[config.mk]
export PLATFORM = sky130hd
export DESIGN_NAME = ufw_device_flat
export DESIGN_NICKNAME = d
export VERILOG_FILES = /design/src/include/ufw_pkg.sv /design/src/include/ufw_if.sv /design/src/rtl/ufw_device.sv /design/src/flat_wrapper.sv
export VERILOG_INCLUDE_DIRS = /design/src /design/src/include
export SDC_FILE = /design/constraint.sdc
export NUM_CORES = 1
export LEC_CHECK = 0
export BUFFER_PORTS_ARGS = -buffer_cell sky130_fd_sc_hd__buf_2
export CORE_MARGIN = 4
export CORE_UTILIZATION = 35
export DETAILED_ROUTE_END_ITERATION = 16
export PLACE_DENSITY = 0.58
export SLEW_MARGIN = 10
export SYNTH_ARGS = -nofsm -noshare
export SYNTH_HDL_FRONTEND = slang
export SYNTH_SLANG_ARGS = --single-unit
[constraint.sdc]
create_clock -name hclk -period 2.4 [get_ports hclk]
set_input_delay 0.24 -clock hclk [delete_from_list [all_inputs] [get_ports hclk]]
set_output_delay 0.24 -clock hclk [all_outputs]
set_load 0.005 [all_outputs]
[src/include/ufw_map.svh]
/*
 * Constants of the UART flow and wake control link: register offsets,
 * field positions, reset values and timing counts.
 * Assumes inclusion by both ends and the testbench; definitions only.
 */
`ifndef UFW_MAP_SVH
`define UFW_MAP_SVH

// Clock rate and the re-enable delay
`define UFW_CLK_HZ 25000000
`define UFW_WAKE_MS 20
`define UFW_WAKE_CYC ((`UFW_CLK_HZ / 1000) * `UFW_WAKE_MS)

// Idle and periodic listen timing, in cycles
`define UFW_IDLE_CYC 2000
`define UFW_POLL_CYC 1000
`define UFW_LISTEN_CYC 50

// Host register offsets on the AHB-Lite slave
`define UFW_REG_CTRL 8'h00
`define UFW_REG_STAT 8'h04
`define UFW_REG_TXD 8'h08
`define UFW_REG_RXD 8'h0C

// Control register fields
`define UFW_CTRL_FLOW_BIT 0
`define UFW_CTRL_MODE_LSB 1
`define UFW_CTRL_PWR_BIT 3
`define UFW_CTRL_RESET 32'h0000_0001

// Status register fields
`define UFW_STAT_CTS_BIT 0
`define UFW_STAT_TXF_BIT 1
`define UFW_STAT_RXV_BIT 2
`define UFW_STAT_WAKE_BIT 3

`endif

[src/include/ufw_pkg.sv]
/*
 * Types shared by both ends of the UART flow and wake control link.
 * Assumes ufw_map.svh for numeric constants.
 */
package ufw_pkg;
    // Power-saving mode setting
    typedef enum logic [1:0] {
        UFW_PSV_OFF,
        UFW_PSV_PERIODIC,
        UFW_PSV_RTS,
        UFW_PSV_RSVD
    } ufw_psv_t;

    // Device power state
    typedef enum logic [1:0] {
        UFW_ACTIVE,
        UFW_IDLE,
        UFW_WAKING
    } ufw_pwr_t;
endpackage

[src/include/ufw_if.sv]
/*
 * The link between the module end (device) and the application end (host).
 * Active-low control lines, one data word per transfer; no clocking block.
 */
interface ufw_if;
    logic dtr_n;      // Ready line, host to device, low asserted
    logic rts_n;      // Request line, host to device, low asserted
    logic cts_n;      // Clear-to-send, device to host, low asserted
    logic [7:0] txd;  // Character from host
    logic txd_valid;  // Character strobe from host
    logic [7:0] rxd;  // Character from device
    logic rxd_valid;  // Character strobe from device
    logic supply_on;  // Interface supply of device is up

    modport device (input dtr_n, rts_n, txd, txd_valid,
                    output cts_n, rxd, rxd_valid, supply_on);
    modport host (output dtr_n, rts_n, txd, txd_valid,
                  input cts_n, rxd, rxd_valid, supply_on);
endinterface

[src/rtl/ufw_device.sv]
/*
 * Module end of the UART flow and wake control link.
 * Assumes one clock hclk at 25 MHz, asynchronous active-low hresetn,
 * and link inputs synchronous to hclk.
 */
// The placing of the registers and the AHB-Lite interface to the registers were chosen for this implementation.
`include "ufw_map.svh"
module ufw_device
    import ufw_pkg::*;
(
    input wire logic hclk,
    input wire logic hresetn,
    ufw_if.device link,
    input wire logic flow_control_on_setting,
    input wire ufw_psv_t power_saving_mode_setting,
    input wire logic activity,
    output logic [7:0] rx_char,
    output logic rx_char_valid,
    input wire logic rx_char_ready,
    input wire logic [7:0] tx_char,
    input wire logic tx_char_valid,
    output logic tx_char_ready,
    output logic uart_enabled,
    output ufw_pwr_t pwr_state
);
    localparam int unsigned WAKE_CYC = `UFW_WAKE_CYC;

    // All state of the device end
    typedef struct packed {
        ufw_pwr_t pwr;
        logic [19:0] cnt;      // Idle, poll or wake counter
        logic listen;          // Periodic receive window open
        logic cts_n;
        logic [7:0] b0, b1;    // Two-entry receive buffer
        logic [1:0] fill;
        logic [7:0] rxd;
        logic rxd_valid;
        logic supply_on;
        logic flow_en;
        logic rxv;             // Buffer holds a word, registered copy
        logic uen;             // Receiver enabled, registered copy
        logic txr;             // Ready toward the local sender
    } ufw_dev_t;

    ufw_dev_t s_r, s_nxt;

    // Ready-line gate: the module receives and clears to send only with the ready line low
    wire dtr_ok = !link.dtr_n;
    wire rx_open = s_r.pwr == UFW_ACTIVE || s_r.listen;
    wire take = link.txd_valid && rx_open && dtr_ok && s_r.fill != 2'd2;
    wire pop = s_r.fill != 2'd0 && rx_char_ready;

    // Next-state logic
    always_comb begin
        s_nxt = s_r;
        s_nxt.supply_on = 1'b1;
        s_nxt.flow_en = flow_control_on_setting;
        s_nxt.rxd_valid = 1'b0;
        // Buffer: pop first, then push; a stall keeps both words
        if (pop) begin
            s_nxt.b0 = s_r.b1;
            s_nxt.fill = s_r.fill - 2'd1;
        end
        if (take && s_r.pwr == UFW_ACTIVE) begin
            if (s_nxt.fill == 2'd0) begin
                s_nxt.b0 = link.txd;
            end else begin
                s_nxt.b1 = link.txd;
            end
            s_nxt.fill = s_nxt.fill + 2'd1;
        end
        // Transmit toward host is a plain strobe
        if (tx_char_valid) begin
            s_nxt.rxd = tx_char;
            s_nxt.rxd_valid = 1'b1;
        end
        case (s_r.pwr)
            UFW_ACTIVE: begin
                // Idle after a quiet spell when power saving is on
                if (activity || link.txd_valid || power_saving_mode_setting == UFW_PSV_OFF) begin
                    s_nxt.cnt = '0;
                end else if (s_r.cnt == 20'(`UFW_IDLE_CYC)) begin
                    s_nxt.pwr = UFW_IDLE;
                    s_nxt.cnt = '0;
                end else begin
                    s_nxt.cnt = s_r.cnt + 20'd1;
                end
            end
            UFW_IDLE: begin
                s_nxt.cnt = s_r.cnt + 20'd1;
                if (activity) begin
                    s_nxt.pwr = UFW_ACTIVE;
                    s_nxt.cnt = '0;
                    s_nxt.listen = 1'b0;
                end else if (power_saving_mode_setting == UFW_PSV_RTS) begin
                    // Request line wakes; receiver stays shut
                    if (!link.rts_n) begin
                        s_nxt.pwr = UFW_WAKING;
                        s_nxt.cnt = '0;
                    end
                end else begin
                    // Periodic listen window
                    if (s_r.cnt == 20'(`UFW_POLL_CYC)) begin
                        s_nxt.listen = 1'b1;
                    end
                    if (s_r.cnt == 20'(`UFW_POLL_CYC + `UFW_LISTEN_CYC)) begin
                        s_nxt.listen = 1'b0;
                        s_nxt.cnt = '0;
                    end
                    // A character here only wakes; it is dropped
                    if (take) begin
                        s_nxt.pwr = UFW_WAKING;
                        s_nxt.cnt = '0;
                        s_nxt.listen = 1'b0;
                    end
                end
            end
            UFW_WAKING: begin
                // Characters before the delay ends are not recognised
                if (s_r.cnt == 20'(WAKE_CYC - 1)) begin
                    s_nxt.pwr = UFW_ACTIVE;
                    s_nxt.cnt = '0;
                end else begin
                    s_nxt.cnt = s_r.cnt + 20'd1;
                end
            end
            default: begin
                s_nxt.pwr = UFW_ACTIVE;
            end
        endcase
        // Clear to send only when active, enabled, flowing and not full; the
        // sender leaves a cycle between words, so dropping it at full is in time
        s_nxt.cts_n = !(s_nxt.pwr == UFW_ACTIVE && s_nxt.flow_en && dtr_ok
            && s_nxt.fill != 2'd2);
        // Outputs toward the local user come straight from flip-flops
        s_nxt.rxv = s_nxt.fill != 2'd0;
        s_nxt.uen = s_nxt.pwr == UFW_ACTIVE;
        s_nxt.txr = 1'b1;
    end

    // State register
    always_ff @(posedge hclk or negedge hresetn) begin
        if (!hresetn) begin
            s_r <= '0;
            s_r.pwr <= UFW_ACTIVE;
            s_r.cts_n <= 1'b1;
            s_r.flow_en <= 1'b1;
            s_r.uen <= 1'b1;
        end else begin
            s_r <= s_nxt;
        end
    end

    assign link.cts_n = s_r.cts_n;
    assign link.rxd = s_r.rxd;
    assign link.rxd_valid = s_r.rxd_valid;
    assign link.supply_on = s_r.supply_on;
    assign rx_char = s_r.b0;
    assign rx_char_valid = s_r.rxv;
    assign tx_char_ready = s_r.txr;
    assign uart_enabled = s_r.uen;
    assign pwr_state = s_r.pwr;
endmodule

[src/flat_wrapper.sv]
// flat-port wrapper written by rule: the top's interface ports become plain ports
module ufw_device_flat import ufw_pkg::*;
  (hclk, hresetn, flow_control_on_setting, power_saving_mode_setting, activity, rx_char, rx_char_valid, rx_char_ready, tx_char, tx_char_valid, tx_char_ready, uart_enabled, pwr_state, link_dtr_n, link_rts_n, link_txd, link_txd_valid, link_cts_n, link_rxd, link_rxd_valid, link_supply_on);
  ufw_if link_i ();
  input wire logic hclk;
  input wire logic hresetn;
  input wire logic flow_control_on_setting;
  input wire ufw_psv_t power_saving_mode_setting;
  input wire logic activity;
  output logic [7:0] rx_char;
  output logic rx_char_valid;
  input wire logic rx_char_ready;
  input wire logic [7:0] tx_char;
  input wire logic tx_char_valid;
  output logic tx_char_ready;
  output logic uart_enabled;
  output ufw_pwr_t pwr_state;
  input wire logic [$bits(link_i.dtr_n)-1:0] link_dtr_n;
  input wire logic [$bits(link_i.rts_n)-1:0] link_rts_n;
  input wire logic [$bits(link_i.txd)-1:0] link_txd;
  input wire logic [$bits(link_i.txd_valid)-1:0] link_txd_valid;
  output wire logic [$bits(link_i.cts_n)-1:0] link_cts_n;
  output wire logic [$bits(link_i.rxd)-1:0] link_rxd;
  output wire logic [$bits(link_i.rxd_valid)-1:0] link_rxd_valid;
  output wire logic [$bits(link_i.supply_on)-1:0] link_supply_on;
  assign link_i.dtr_n = link_dtr_n;
  assign link_i.rts_n = link_rts_n;
  assign link_i.txd = link_txd;
  assign link_i.txd_valid = link_txd_valid;
  assign link_cts_n = link_i.cts_n;
  assign link_rxd = link_i.rxd;
  assign link_rxd_valid = link_i.rxd_valid;
  assign link_supply_on = link_i.supply_on;
  ufw_device u_core (.hclk(hclk), .hresetn(hresetn), .link(link_i), .flow_control_on_setting(flow_control_on_setting), .power_saving_mode_setting(power_saving_mode_setting), .activity(activity), .rx_char(rx_char), .rx_char_valid(rx_char_valid), .rx_char_ready(rx_char_ready), .tx_char(tx_char), .tx_char_valid(tx_char_valid), .tx_char_ready(tx_char_ready), .uart_enabled(uart_enabled), .pwr_state(pwr_state));
endmodule
==> key figures, run 1 <==
Status
  • Status: finished clean

Route
  • Routed wire per std cell: 13.6 um
  • Total routed wirelength: 5850 um
  • Total DRC errors in the routed layout: 0
  • Antenna Nets Post-Route: 0
  • Starting DRT DRC Count: 70
  • Number of vias in the routed layout: 2106
  • Initial DRT Pass Iterations: 4
  • Vias/cell: 4.91

Worst setup path
  • Worst setup path category: reg -> reg
  • Type of destination of the critical path: flip-flop
  • Crit Path Max Fanout: 16
  • Critical path data required time: 2.60 ns
  • Cells along the critical path: inv_1 -> ha_1 -> or3b_1 -> o311ai_2 -> a311oi_2 -> nor4_4 -> buf_4 -> nor2_1
  • CP max stage cell: sky130_fd_sc_hd__o311ai_2
  • Arr. time, crit path: 2.47 ns
  • Worst path max stage delay: 0.42 ns
  • Worst setup SP type: flip-flop

Power and ir drop
  • PD cells: 705 mW/mm2
  • Internal power contribution: 1.64 mW
  • Clock share of power: 0.230
  • Static leakage power: 1.43 nW
  • Combinational cell fraction of total power: 0.263
  • Switching part of the total power: 0.303
  • Sw Pwr: 0.713 mW
  • Register share of total power: 0.506
  • Maximum resistive drop on vdd: 209 uV

STA
  • Maximum clock skew at final layout: 0.00850 ns
  • Final worst setup slack: 0.139 ns
  • Worst slew margin: 0.553
  • Final critical path time including I/O delays and setup: 2.26 ns
  • Final setup violating endpoints: 0
  • Unrepaired setup endpoints after global routing: false
  • Slew at the pin closest to its max-slew limit: 0.670 ns
  • Highest Clock Rate: 442 MHz
  • Final Hold Fails: 0
  • Max-slew violation count: 0
  • Summed negative setup slack over all endpoints: 0 ns
  • Fraction of the cycle the final worst path needs: 0.942

Die
  • Die Y-Extent: 100 um
  • Die width: 100 um
  • Count of boundary I/O pins: 51
  • Floorplan Core Area: 0.00822 mm2
  • Number of rows in the core area: 33
  • Initial core utilization: 0.361
  • Die area: 0.0100 mm2

GRT
  • Vias in the first global route: 2118
  • Pin count of the biggest net entering global routing: 55
  • Overall track demand over capacity in global routing: 0.122
  • Wire length of the first global-routing pass: 9900 um
  • Total congestion overflow after global routing: 0
  • Initial antenna violation count: 0

Clocking
  • Number of sinks driven by the clock tree: 54
  • Deepest level of the CTS H-tree: 2
  • TritonCTS clock tree: yes
  • Number of gates given a new drive strength after cts: 0
  • Hold-fix buffer count after cts: 0
  • Clock slew seen by the registers of the worst setup and hold paths: 0.11 ns
  • Maximum count of clock buffers along a single path: 2
  • Clock latency of the later-clocked register in the worst-skew pair: 0.31 ns
  • TritonCTS Buffers: 5
  • CTS Root Buffer Type: sky130_fd_sc_hd__clkbuf_8
  • Count of buffers added by post-CTS timing repair for setup: 0

Finish
  • Post-layout instance count excluding filler cells: 429
  • # diodes: 0
  • Most common cell after layout, fill and taps aside: sky130_fd_sc_hd__dfrtp_1
  • Leading cell types in the layout, fill and taps excluded: 52 x sky130_fd_sc_hd__dfrtp_1, 50 x sky130_fd_sc_hd__buf_2, 25 x sky130_fd_sc_hd__nand2_1, 25 x sky130_fd_sc_hd__nor2_1, 16 x sky130_fd_sc_hd__mux2_2
  • Total Nets Final: 360
  • Share of cells above drive strength 1: 0.318
  • Utilization after layout: 0.406
  • Area overhead of the layout relative to synthesis: 12.3%

Synthesis
  • Sequential cell area fraction in the yosys report: 0.456
  • Number of cells produced by synthesis: 283
  • Post-Synthesis Net Count: 320
  • Netlist area before placement: 0.00297 mm2
  • Count of cell types in the netlist: 55
  • Cells taking the most area after synthesis: sky130_fd_sc_hd__dfrtp_1 44%, sky130_fd_sc_hd__mux2_2 6.1%, sky130_fd_sc_hd__buf_4 4.8%
  • Share of async-settable or async-resettable flops after synthesis: 1.00
  • Cell type with the highest aggregate area in the netlist: sky130_fd_sc_hd__dfrtp_1
  • Most frequently used flop master after synthesis: sky130_fd_sc_hd__dfrtp_1
  • Number of enable-type register cells in the synthesized netlist: 0
  • Top cell type's share of synthesized area: 0.438
  • Flop and latch count out of synthesis: 54
  • Yosys warning count: 0
  • Mean cell area of the mapped netlist: 10.5 um2

Placed design
  • Half-perimeter wire length of the detailed placement result: 4450 um
  • Number of buffer cells added on primary ports: 50
  • Pre-CTS setup slack: 0.154 ns
  • Post-placement cell count: 421
  • Final RePlAce weighted congestion: 0.842

Hold path
  • Path category of the worst min-delay check: in -> async

Run
  • Max-cap check violation count: 0
[through the flow]
stage               instance area [um2]  total power, mW  hold WS, ns
floorplan                          2970             1.70      -0.0556
global placement                   3240             1.82        0.416
detailed placement                 3240             1.84        0.419
CTS                                3330             2.39       0.0659
global route                       3330             2.51       0.0936
finish                             3330             2.35       0.0466
[layout make-up]
| type | instances | area (um2) |
|---|---|---|
| inverters | 12 | 45.0 |
| well taps | 105 | 131 |
| flip-flops and latches | 54 | 1350 |
| clock inverters | 3 | 28.8 |
| fillers | 815 | 4880 |
| repair buffers | 60 | 325 |
| multi-input cells | 190 | 1380 |
| clock buffers | 5 | 68.8 |
[critical path, delay by kind of cell (launching register included)]
kind / cells / cell delay [ns]
buf+inv: 2 / 0.32
compound gates: 2 / 0.56
flops: 1 / 0.37
fa+ha+maj: 1 / 0.21
simple gates: 3 / 0.69
[power groups by stage]
stage	clock (mW)	sequential, mW	combinational (mW)
after floorplan	0	1.19	0.515
after global placement	0	1.20	0.617
after detailed placement	0	1.21	0.632
after CTS	0.567	1.19	0.632
after global routing	0.605	1.21	0.695
final	0.541	1.19	0.619
[path summary, 6_finish.rpt]
check | from | to | slack [ns] | depth (start not counted)
worst max-delay path | u_core.s_r[14] | u_core.s_r[43] | 0.14 | 8
worst min register to register | u_core.link.rxd[6] | u_core.link.rxd[6] | 0.51 | 1
worst max register to register | u_core.s_r[14] | u_core.s_r[43] | 0.14 | 8
max in group asynchronous | hresetn | u_core.s_r[33] | 1.92 | 2
min in group hclk | link_txd[4] | u_core.rx_char[4] | 0.14 | 3
worst min-delay path | hresetn | u_core.s_r[20] | 0.05 | 2
[cell usage after synthesis (2+ instances only)]
library cell and instances:
sky130_fd_sc_hd__a21oi_1 6, sky130_fd_sc_hd__a311oi_1 2, sky130_fd_sc_hd__a31oi_1 2, sky130_fd_sc_hd__buf_4 19, sky130_fd_sc_hd__buf_6 2, sky130_fd_sc_hd__clkbuf_1 4
sky130_fd_sc_hd__dfrtp_1 52, sky130_fd_sc_hd__dfstp_2 2, sky130_fd_sc_hd__ha_1 10, sky130_fd_sc_hd__inv_1 12, sky130_fd_sc_hd__mux2_2 16, sky130_fd_sc_hd__mux2i_1 8
sky130_fd_sc_hd__nand2_1 25, sky130_fd_sc_hd__nand2b_1 5, sky130_fd_sc_hd__nand3_1 3, sky130_fd_sc_hd__nand4_1 7, sky130_fd_sc_hd__nor2_1 25, sky130_fd_sc_hd__nor2b_1 4
sky130_fd_sc_hd__nor3_1 7, sky130_fd_sc_hd__nor4_1 4, sky130_fd_sc_hd__nor4_2 2, sky130_fd_sc_hd__nor4_4 2, sky130_fd_sc_hd__o21ai_0 13, sky130_fd_sc_hd__o31ai_1 2
sky130_fd_sc_hd__or2_2 2, sky130_fd_sc_hd__or3_1 2, sky130_fd_sc_hd__xnor2_1 8, sky130_fd_sc_hd__xor2_1 10
[kinds of logic (layout without fill, tap and decap cells)]
kind of cell | Yosys count | count (layout) | share of synthesized area
mux | 24 | 24 | 0.0877
flops | 54 | 54 | 0.456
xor+xnor | 18 | 18 | 0.0531
simple gates | 102 | 102 | 0.194
fa+ha+maj | 10 | 10 | 0.0421
compound gates | 35 | 35 | 0.0872
other cells | 1 | 1 | 0.00126
buf+inv | 39 | 80 | 0.0788
[state kept, by name, indices dropped and copies added (netlist names)]
signal	cells
u_core.s_r	31
u_core.pwr_state	2
u_core.link.rxd	8
u_core.link.supply_on	1
u_core.link.cts_n	1
u_core.rx_char	8
u_core.uart_enabled	1
u_core.rx_char_valid	1
u_core.link.rxd_valid	1
[metal layers]
layer,share of wire,vias to the layer above,GRT usage
li1,-,1047,-
met1,0.46,1002,0.157
met2,0.47,50,0.205
met3,0.058,7,0.0299
met4,0.012,0,0.0342
met5,0,-,0
(Power assumes the default switching activity.)
==> run 2, diff against run 1 <==
REMOVE_ABC_BUFFERS = 1   (was unset)
==> key figures, run 2 (synthesis results as in run 1) <==
Status
  • Status: finished clean

STA
  • Highest Clock Rate: 446 MHz (+0.93%)
  • Fraction of the cycle the final worst path needs: 0.933 (-0.00869)
  • Unrepaired setup endpoints after global routing: false
  • Final critical path time including I/O delays and setup: 2.24 ns (-0.0208 ns)
  • Final setup violating endpoints: 0 (unchanged)
  • Slew at the pin closest to its max-slew limit: 0.677 ns (+0.00749 ns)
  • Max-slew violation count: 0 (unchanged)
  • Maximum clock skew at final layout: 0.00901 ns (+0.000503 ns)
  • Worst slew margin: 0.545 (-0.00805)
  • Final Hold Fails: 0 (unchanged)
  • Final worst setup slack: 0.160 ns (+0.0208 ns)

Finish
  • Leading cell types in the layout, fill and taps excluded: 52 x sky130_fd_sc_hd__dfrtp_1, 50 x sky130_fd_sc_hd__buf_2, 25 x sky130_fd_sc_hd__nand2_1, 25 x sky130_fd_sc_hd__nor2_1, 16 x sky130_fd_sc_hd__mux2_2
  • Most flop-heavy register: u_core.s_r
  • Area overhead of the layout relative to synthesis: 13.8%
  • Utilization after layout: 0.411 (+0.00533)
  • # diodes: 0 (unchanged)
  • Number of flip-flops under the largest register name: 31 (unchanged)
  • Most common cell after layout, fill and taps aside: sky130_fd_sc_hd__dfrtp_1
  • Total Nets Final: 363 (+0.83%)
  • Post-layout instance area: 0.00338 mm2 (+1.3%)
  • Share of cells above drive strength 1: 0.324 (+0.00626)

Route
  • Starting DRT DRC Count: 69 (-1.4%)
  • Initial DRT Pass Iterations: 4 (unchanged)
  • Total routed wirelength: 5900 um (+0.84%)
  • Vias/cell: 4.91 (about the same)
  • Antenna Nets Post-Route: 0 (unchanged)
  • Routed wire per std cell: 13.7 um (+0.14%)
  • Total DRC errors in the routed layout: 0 (unchanged)
  • Number of vias in the routed layout: 2119 (+0.62%)

Die
  • Die Y-Extent: 100 um (unchanged)
  • Die area: 0.0100 mm2 (unchanged)
  • Die width: 100 um (unchanged)
  • Initial core utilization: 0.361 (unchanged)
  • Number of rows in the core area: 33 (unchanged)
  • Count of boundary I/O pins: 51 (unchanged)
  • Floorplan Core Area: 0.00822 mm2 (unchanged)

Hold path
  • Hold depth: 3
  • Worst hold path startpoint: link_txd[2]
  • Hold Path Sink: u_core.rx_char[2]
  • Path category of the worst min-delay check: in -> reg

GRT
  • Pin count of the biggest net entering global routing: 20 (-64%)
  • Wire length of the first global-routing pass: 10000 um (+1.4%)
  • Overall track demand over capacity in global routing: 0.124 (+0.00154)
  • Initial antenna violation count: 0 (unchanged)
  • Vias in the first global route: 2103 (-0.71%)
  • Total congestion overflow after global routing: 0 (unchanged)

Clocking
  • Deepest level of the CTS H-tree: 2 (unchanged)
  • Count of buffers added by post-CTS timing repair for setup: 0 (unchanged)
  • TritonCTS Buffers: 5 (unchanged)
  • TritonCTS clock tree: yes
  • CTS Root Buffer Type: sky130_fd_sc_hd__clkbuf_8
  • Clock latency of the later-clocked register in the worst-skew pair: 0.31 ns (about the same)
  • Maximum count of clock buffers along a single path: 2 (unchanged)
  • Number of sinks driven by the clock tree: 54 (unchanged)
  • Clock slew seen by the registers of the worst setup and hold paths: 0.10 ns (about the same)

Worst setup path
  • Launch point of the worst reg-to-reg path: u_core.s_r[14]
  • Arr. time, crit path: 2.45 ns (-0.02 ns)
  • Critical path data required time: 2.61 ns (about the same)
  • Cells along the critical path: inv_1 -> ha_1 -> or3b_1 -> o311ai_2 -> a311oi_2 -> nor4_4 -> buf_12 -> nor2_1
  • Worst setup SP type: flip-flop
  • Worst setup path category: reg -> reg
  • Reg-to-reg slack, setup: 0.16 ns (+0.02 ns)
  • Worst Reg-to-Reg Cells: 8 (unchanged)
  • Worst path max stage delay: 0.42 ns (about the same)
  • Worst r2r dst: u_core.s_r[49]
  • Crit Path Max Fanout: 16 (unchanged)
  • Type of destination of the critical path: flip-flop
  • CP max stage cell: sky130_fd_sc_hd__o311ai_2

Placed design
  • Half-perimeter wire length of the detailed placement result: 4590 um (+3.1%)
  • Number of buffer cells added on primary ports: 50 (unchanged)
  • Pre-CTS setup slack: 0.182 ns (+0.0283 ns)
  • Final RePlAce weighted congestion: 0.833 (-1.1%)
  • Placed inst area: 0.00326 mm2 (+0.85%)

Power and ir drop
  • Maximum resistive drop on vdd: 271 uV (+30%)
  • PD cells: 700 mW/mm2 (-0.73%)
  • Static leakage power: 1.45 nW (+1.3%)

Run
  • Max-cap check violation count: 0 (unchanged)
-- run 2: changes by cell type in the layout (fill, tap and decap cells not counted) --
cell and delta:
sky130_fd_sc_hd__clkinv_4 -2, sky130_fd_sc_hd__buf_12 +1, sky130_fd_sc_hd__buf_4 +1, sky130_fd_sc_hd__clkbuf_8 +1
sky130_fd_sc_hd__clkinvlp_4 +1, sky130_fd_sc_hd__dlygate4sd3_1 +1, sky130_fd_sc_hd__inv_6 +1, sky130_fd_sc_hd__inv_8 -1
sky130_fd_sc_hd__nor3_1 -1, sky130_fd_sc_hd__nor3_2 +1
-- run 2: final cells by class --
class                           count  area (um2)
Fill cell                         815        4840
Multi-Input combinational cell    190        1390
Sequential cell                    54        1350
Timing Repair Buffer               63         363
Tap cell                          105         131
Clock buffer                        6        82.6
Inverter                           12        45.0
Clock inverter                      2        16.3
-- run 2: through the flow --
step | hold slack (ns) | TNS, ns | power [mW] | cells
3_5_place_dp | 0.198 | 0 | 1.85 | 423
5_1_grt | 0.143 | 0 | 2.53 | 432
3_3_place_gp | 0.204 | 0 | 1.82 | 423
2_1_floorplan | -0.0556 | -1.79 | 1.58 | 256
6_report | 0.146 | 0 | 2.36 | 432
4_1_cts | 0.140 | 0 | 2.41 | 432
-- run 2: power by group --
group | internal [mW] | switching [mW]
logic | 0.326 | 0.297
clock network | 0.238 | 0.314
registers | 1.10 | 0.0902
total | 1.66 | 0.701
-- run 2: what timing repair did --
item / CTS / global route
resized for setup: 0 / 1
endpoints found under the setup margin: 0 / 1
hold endpoints to repair: 16 / 0
hold buffers: 1 / 0
-- run 2: how the worst max path moves through the flow --
stage,startpoint,end,cells past startpoint
floorplan,u_core.s_r[14],u_core.s_r[16],7
global route,u_core.s_r[14],u_core.s_r[44],8
global placement,u_core.s_r[14],u_core.s_r[40],8
finish,u_core.s_r[14],u_core.s_r[49],8
CTS,u_core.s_r[14],u_core.s_r[34],7
detailed placement,u_core.s_r[14],u_core.s_r[34],7
-- run 2: metal layers --
layer / wire, um / part of all wire / track usage / up-vias
met2: 2680 / 0.45 / 0.191 / 36
met3: 246 / 0.042 / 0.0257 / 6
met4: 58 / 0.0098 / 0.0311 / 0
met5: 0 / 0 / 0 / -
li1: - / - / - / 1053
met1: 2910 / 0.49 / 0.177 / 1024
-- run 2: critical path: cells and delay by family (launching register included) --
family / cells / cell delay, ns
AND/OR/NAND/NOR: 3 / 0.74
flip-flops: 1 / 0.39
buffers and inverters: 2 / 0.26
adder cells (fa/ha/maj): 1 / 0.19
AO/OA/AOI/OAI: 2 / 0.56
==> run 3, diff against run 2 <==
PLACE_DENSITY = 0.56   (was 0.58)
clock period = 2.5 ns   (was 2.4 ns; I/O delays follow)
==> key figures, run 3 (synthesis results as in run 1) <==
Status
  • Status: finished clean

Hold path
  • Hold depth: 3 (unchanged)
  • Worst hold path startpoint: link_txd[4]
  • Path category of the worst min-delay check: in -> reg
  • Hold Path Sink: u_core.rx_char[4]

Clocking
  • TritonCTS Buffers: 5 (unchanged)
  • CTS Root Buffer Type: sky130_fd_sc_hd__clkbuf_8
  • Deepest level of the CTS H-tree: 2 (unchanged)
  • Clock slew seen by the registers of the worst setup and hold paths: 0.10 ns (about the same)
  • Clock latency of the later-clocked register in the worst-skew pair: 0.31 ns (about the same)
  • Count of buffers added by post-CTS timing repair for setup: 0 (unchanged)
  • Maximum count of clock buffers along a single path: 2 (unchanged)
  • TritonCTS clock tree: yes
  • Number of sinks driven by the clock tree: 54 (unchanged)

Finish
  • Most common cell after layout, fill and taps aside: sky130_fd_sc_hd__dfrtp_1
  • # diodes: 0 (unchanged)
  • Post-layout instance area: 0.00338 mm2 (about the same)
  • Area overhead of the layout relative to synthesis: 13.7% (about the same)
  • Share of cells above drive strength 1: 0.320 (-0.00416)
  • Most flop-heavy register: u_core.s_r
  • Leading cell types in the layout, fill and taps excluded: 52 x sky130_fd_sc_hd__dfrtp_1, 50 x sky130_fd_sc_hd__buf_2, 25 x sky130_fd_sc_hd__nand2_1, 25 x sky130_fd_sc_hd__nor2_1, 16 x sky130_fd_sc_hd__mux2_2
  • Filler instances: 827 (+1.5%)
  • Number of flip-flops under the largest register name: 31 (unchanged)
  • Total Nets Final: 361 (-0.55%)
  • Post-layout instance count excluding filler cells: 430 (-0.46%)

Placed design
  • Placed inst area: 0.00326 mm2 (about the same)
  • Post-placement cell count: 421 (-0.47%)
  • Half-perimeter wire length of the detailed placement result: 4590 um (about the same)
  • Number of buffer cells added on primary ports: 50 (unchanged)
  • Final RePlAce weighted congestion: 0.808 (-3.0%)

Route
  • Antenna Nets Post-Route: 0 (unchanged)
  • Number of vias in the routed layout: 2119 (unchanged)
  • Routed wire per std cell: 13.8 um (+1.0%)
  • Starting DRT DRC Count: 83 (+20%)
  • Vias/cell: 4.93 (+0.47%)
  • Initial DRT Pass Iterations: 4 (unchanged)
  • Total DRC errors in the routed layout: 0 (unchanged)
  • Total routed wirelength: 5930 um (+0.56%)

STA
  • Final setup violating endpoints: 0 (unchanged)
  • Final Hold Fails: 0 (unchanged)
  • Worst slew margin: 0.547 (+0.00198)
  • Highest Clock Rate: 440 MHz (-1.5%)
  • Slew at the pin closest to its max-slew limit: 0.675 ns (-0.00296 ns)
  • Maximum clock skew at final layout: 0.00573 ns (-0.00327 ns)
  • Unrepaired setup endpoints after global routing: false
  • Max-slew violation count: 0 (unchanged)
  • Fraction of the cycle the final worst path needs: 0.910 (-0.0239)
  • Final critical path time including I/O delays and setup: 2.27 ns (+0.0337 ns)

Worst setup path
  • Arr. time, crit path: 2.48 ns (+0.03 ns)
  • Type of destination of the critical path: flip-flop
  • Worst setup SP type: flip-flop
  • Worst path max stage delay: 0.44 ns (+0.02 ns)
  • Crit Path Max Fanout: 16 (unchanged)
  • Launch point of the worst reg-to-reg path: u_core.s_r[14]
  • CP max stage cell: sky130_fd_sc_hd__or3b_1
  • Worst r2r dst: u_core.s_r[53]
  • Worst Reg-to-Reg Cells: 8 (unchanged)
  • Worst setup path category: reg -> reg
  • Critical path data required time: 2.70 ns (+0.09 ns)
  • Reg-to-reg slack, setup: 0.23 ns (+0.07 ns)
  • Cells along the critical path: inv_1 -> ha_1 -> or3b_1 -> o311ai_2 -> a311oi_2 -> nor4_4 -> buf_12 -> nor2_1

Power and ir drop
  • Switching part of the total power: 0.299 (+0.00266)
  • Maximum resistive drop on vdd: 233 uV (-14%)
  • PD cells: 674 mW/mm2 (-3.7%)
  • Sw Pwr: 0.680 mW (-2.9%)
  • Register share of total power: 0.503 (about the same)
  • Clock share of power: 0.232 (about the same)
  • Internal power contribution: 1.59 mW (-4.1%)
  • Static leakage power: 1.44 nW (-0.32%)
  • Combinational cell fraction of total power: 0.265 (+0.002)

Die
  • Number of rows in the core area: 33 (unchanged)
  • Die area: 0.0100 mm2 (unchanged)
  • Die width: 100 um (unchanged)
  • Count of boundary I/O pins: 51 (unchanged)
  • Floorplan Core Area: 0.00822 mm2 (unchanged)
  • Initial core utilization: 0.361 (unchanged)
  • Die Y-Extent: 100 um (unchanged)

GRT
  • Initial antenna violation count: 0 (unchanged)
  • Vias in the first global route: 2091 (-0.57%)
  • Wire length of the first global-routing pass: 10200 um (+1.4%)
  • Total congestion overflow after global routing: 0 (unchanged)
  • Pin count of the biggest net entering global routing: 30 (+50%)
  • Overall track demand over capacity in global routing: 0.125 (+0.00130)

Run
  • Max-cap check violation count: 0 (unchanged)
## run 3: critical path, delay by kind of cell (launching register included)
kind | cells | cell delay, ns
AOI/OAI and AO/OA | 2 | 0.57
adders and majority gates | 1 | 0.19
and+or+nand+nor | 3 | 0.78
DFF | 1 | 0.38
buffers and inverters | 2 | 0.25
## run 3: worst max-delay path by stage
| stage | startpoint | endpoint | cells after the start |
|---|---|---|---|
| 2_1_floorplan | u_core.s_r[14] | u_core.s_r[16] | 7 |
| 3_3_place_gp | u_core.s_r[14] | u_core.s_r[51] | 8 |
| 3_5_place_dp | u_core.s_r[14] | u_core.s_r[48] | 8 |
| 4_1_cts | u_core.s_r[14] | u_core.s_r[34] | 7 |
| 5_1_grt | u_core.s_r[14] | u_core.s_r[53] | 8 |
| 6_report | u_core.s_r[14] | u_core.s_r[53] | 8 |
## run 3: layout make-up
cell class | count | area (um2) | area share
sequential | 54 | 1350 | 0.401
clock buffer | 6 | 82.6 | 0.0245
clock inverter | 2 | 16.3 | 0.00482
multi-input combinational | 190 | 1390 | 0.411
timing repair buffer | 61 | 360 | 0.107
inverter | 12 | 45.0 | 0.0133
tap | 105 | 131 | 0.0389
## run 3: through the flow
step	setup TNS, ns	hold slack, ns	power, mW	util	worst slack [ns]
6_report	0	0.154	2.28	0.411	0.226
5_1_grt	0	0.153	2.45	0.411	0.0541
4_1_cts	0	0.139	2.31	0.410	0.202
3_5_place_dp	0	0.303	1.78	0.397	0.233
3_3_place_gp	0	0.301	1.75	0.397	0.275
2_1_floorplan	-0.985	-0.0456	1.52	-	-0.123
## run 3: timing repair
item	4_1_cts	5_1_grt
resized for setup	0	1
hold buffers	1	0
endpoints found under the setup margin	0	2
endpoints found under the hold margin	25	0
## run 3: power groups by stage
stage               Clock [mW]  Sequential (mW)  Combinational (mW)
floorplan                    0             1.16               0.360
global placement             0             1.16               0.598
detailed placement           0             1.16               0.614
CTS                      0.546             1.15               0.618
global route             0.591             1.17               0.691
finish                   0.528             1.14               0.602
## run 3: routing by layer
metal  vias to the layer above  global-route usage  wire (um)  share of wire
met4                         0              0.0332         67          0.011
met3                         9              0.0257        253          0.043
met1                      1025               0.176       2890           0.49
met5                         -                   0          0              0
li1                       1048                   -          -              -
met2                        37               0.197       2720           0.46
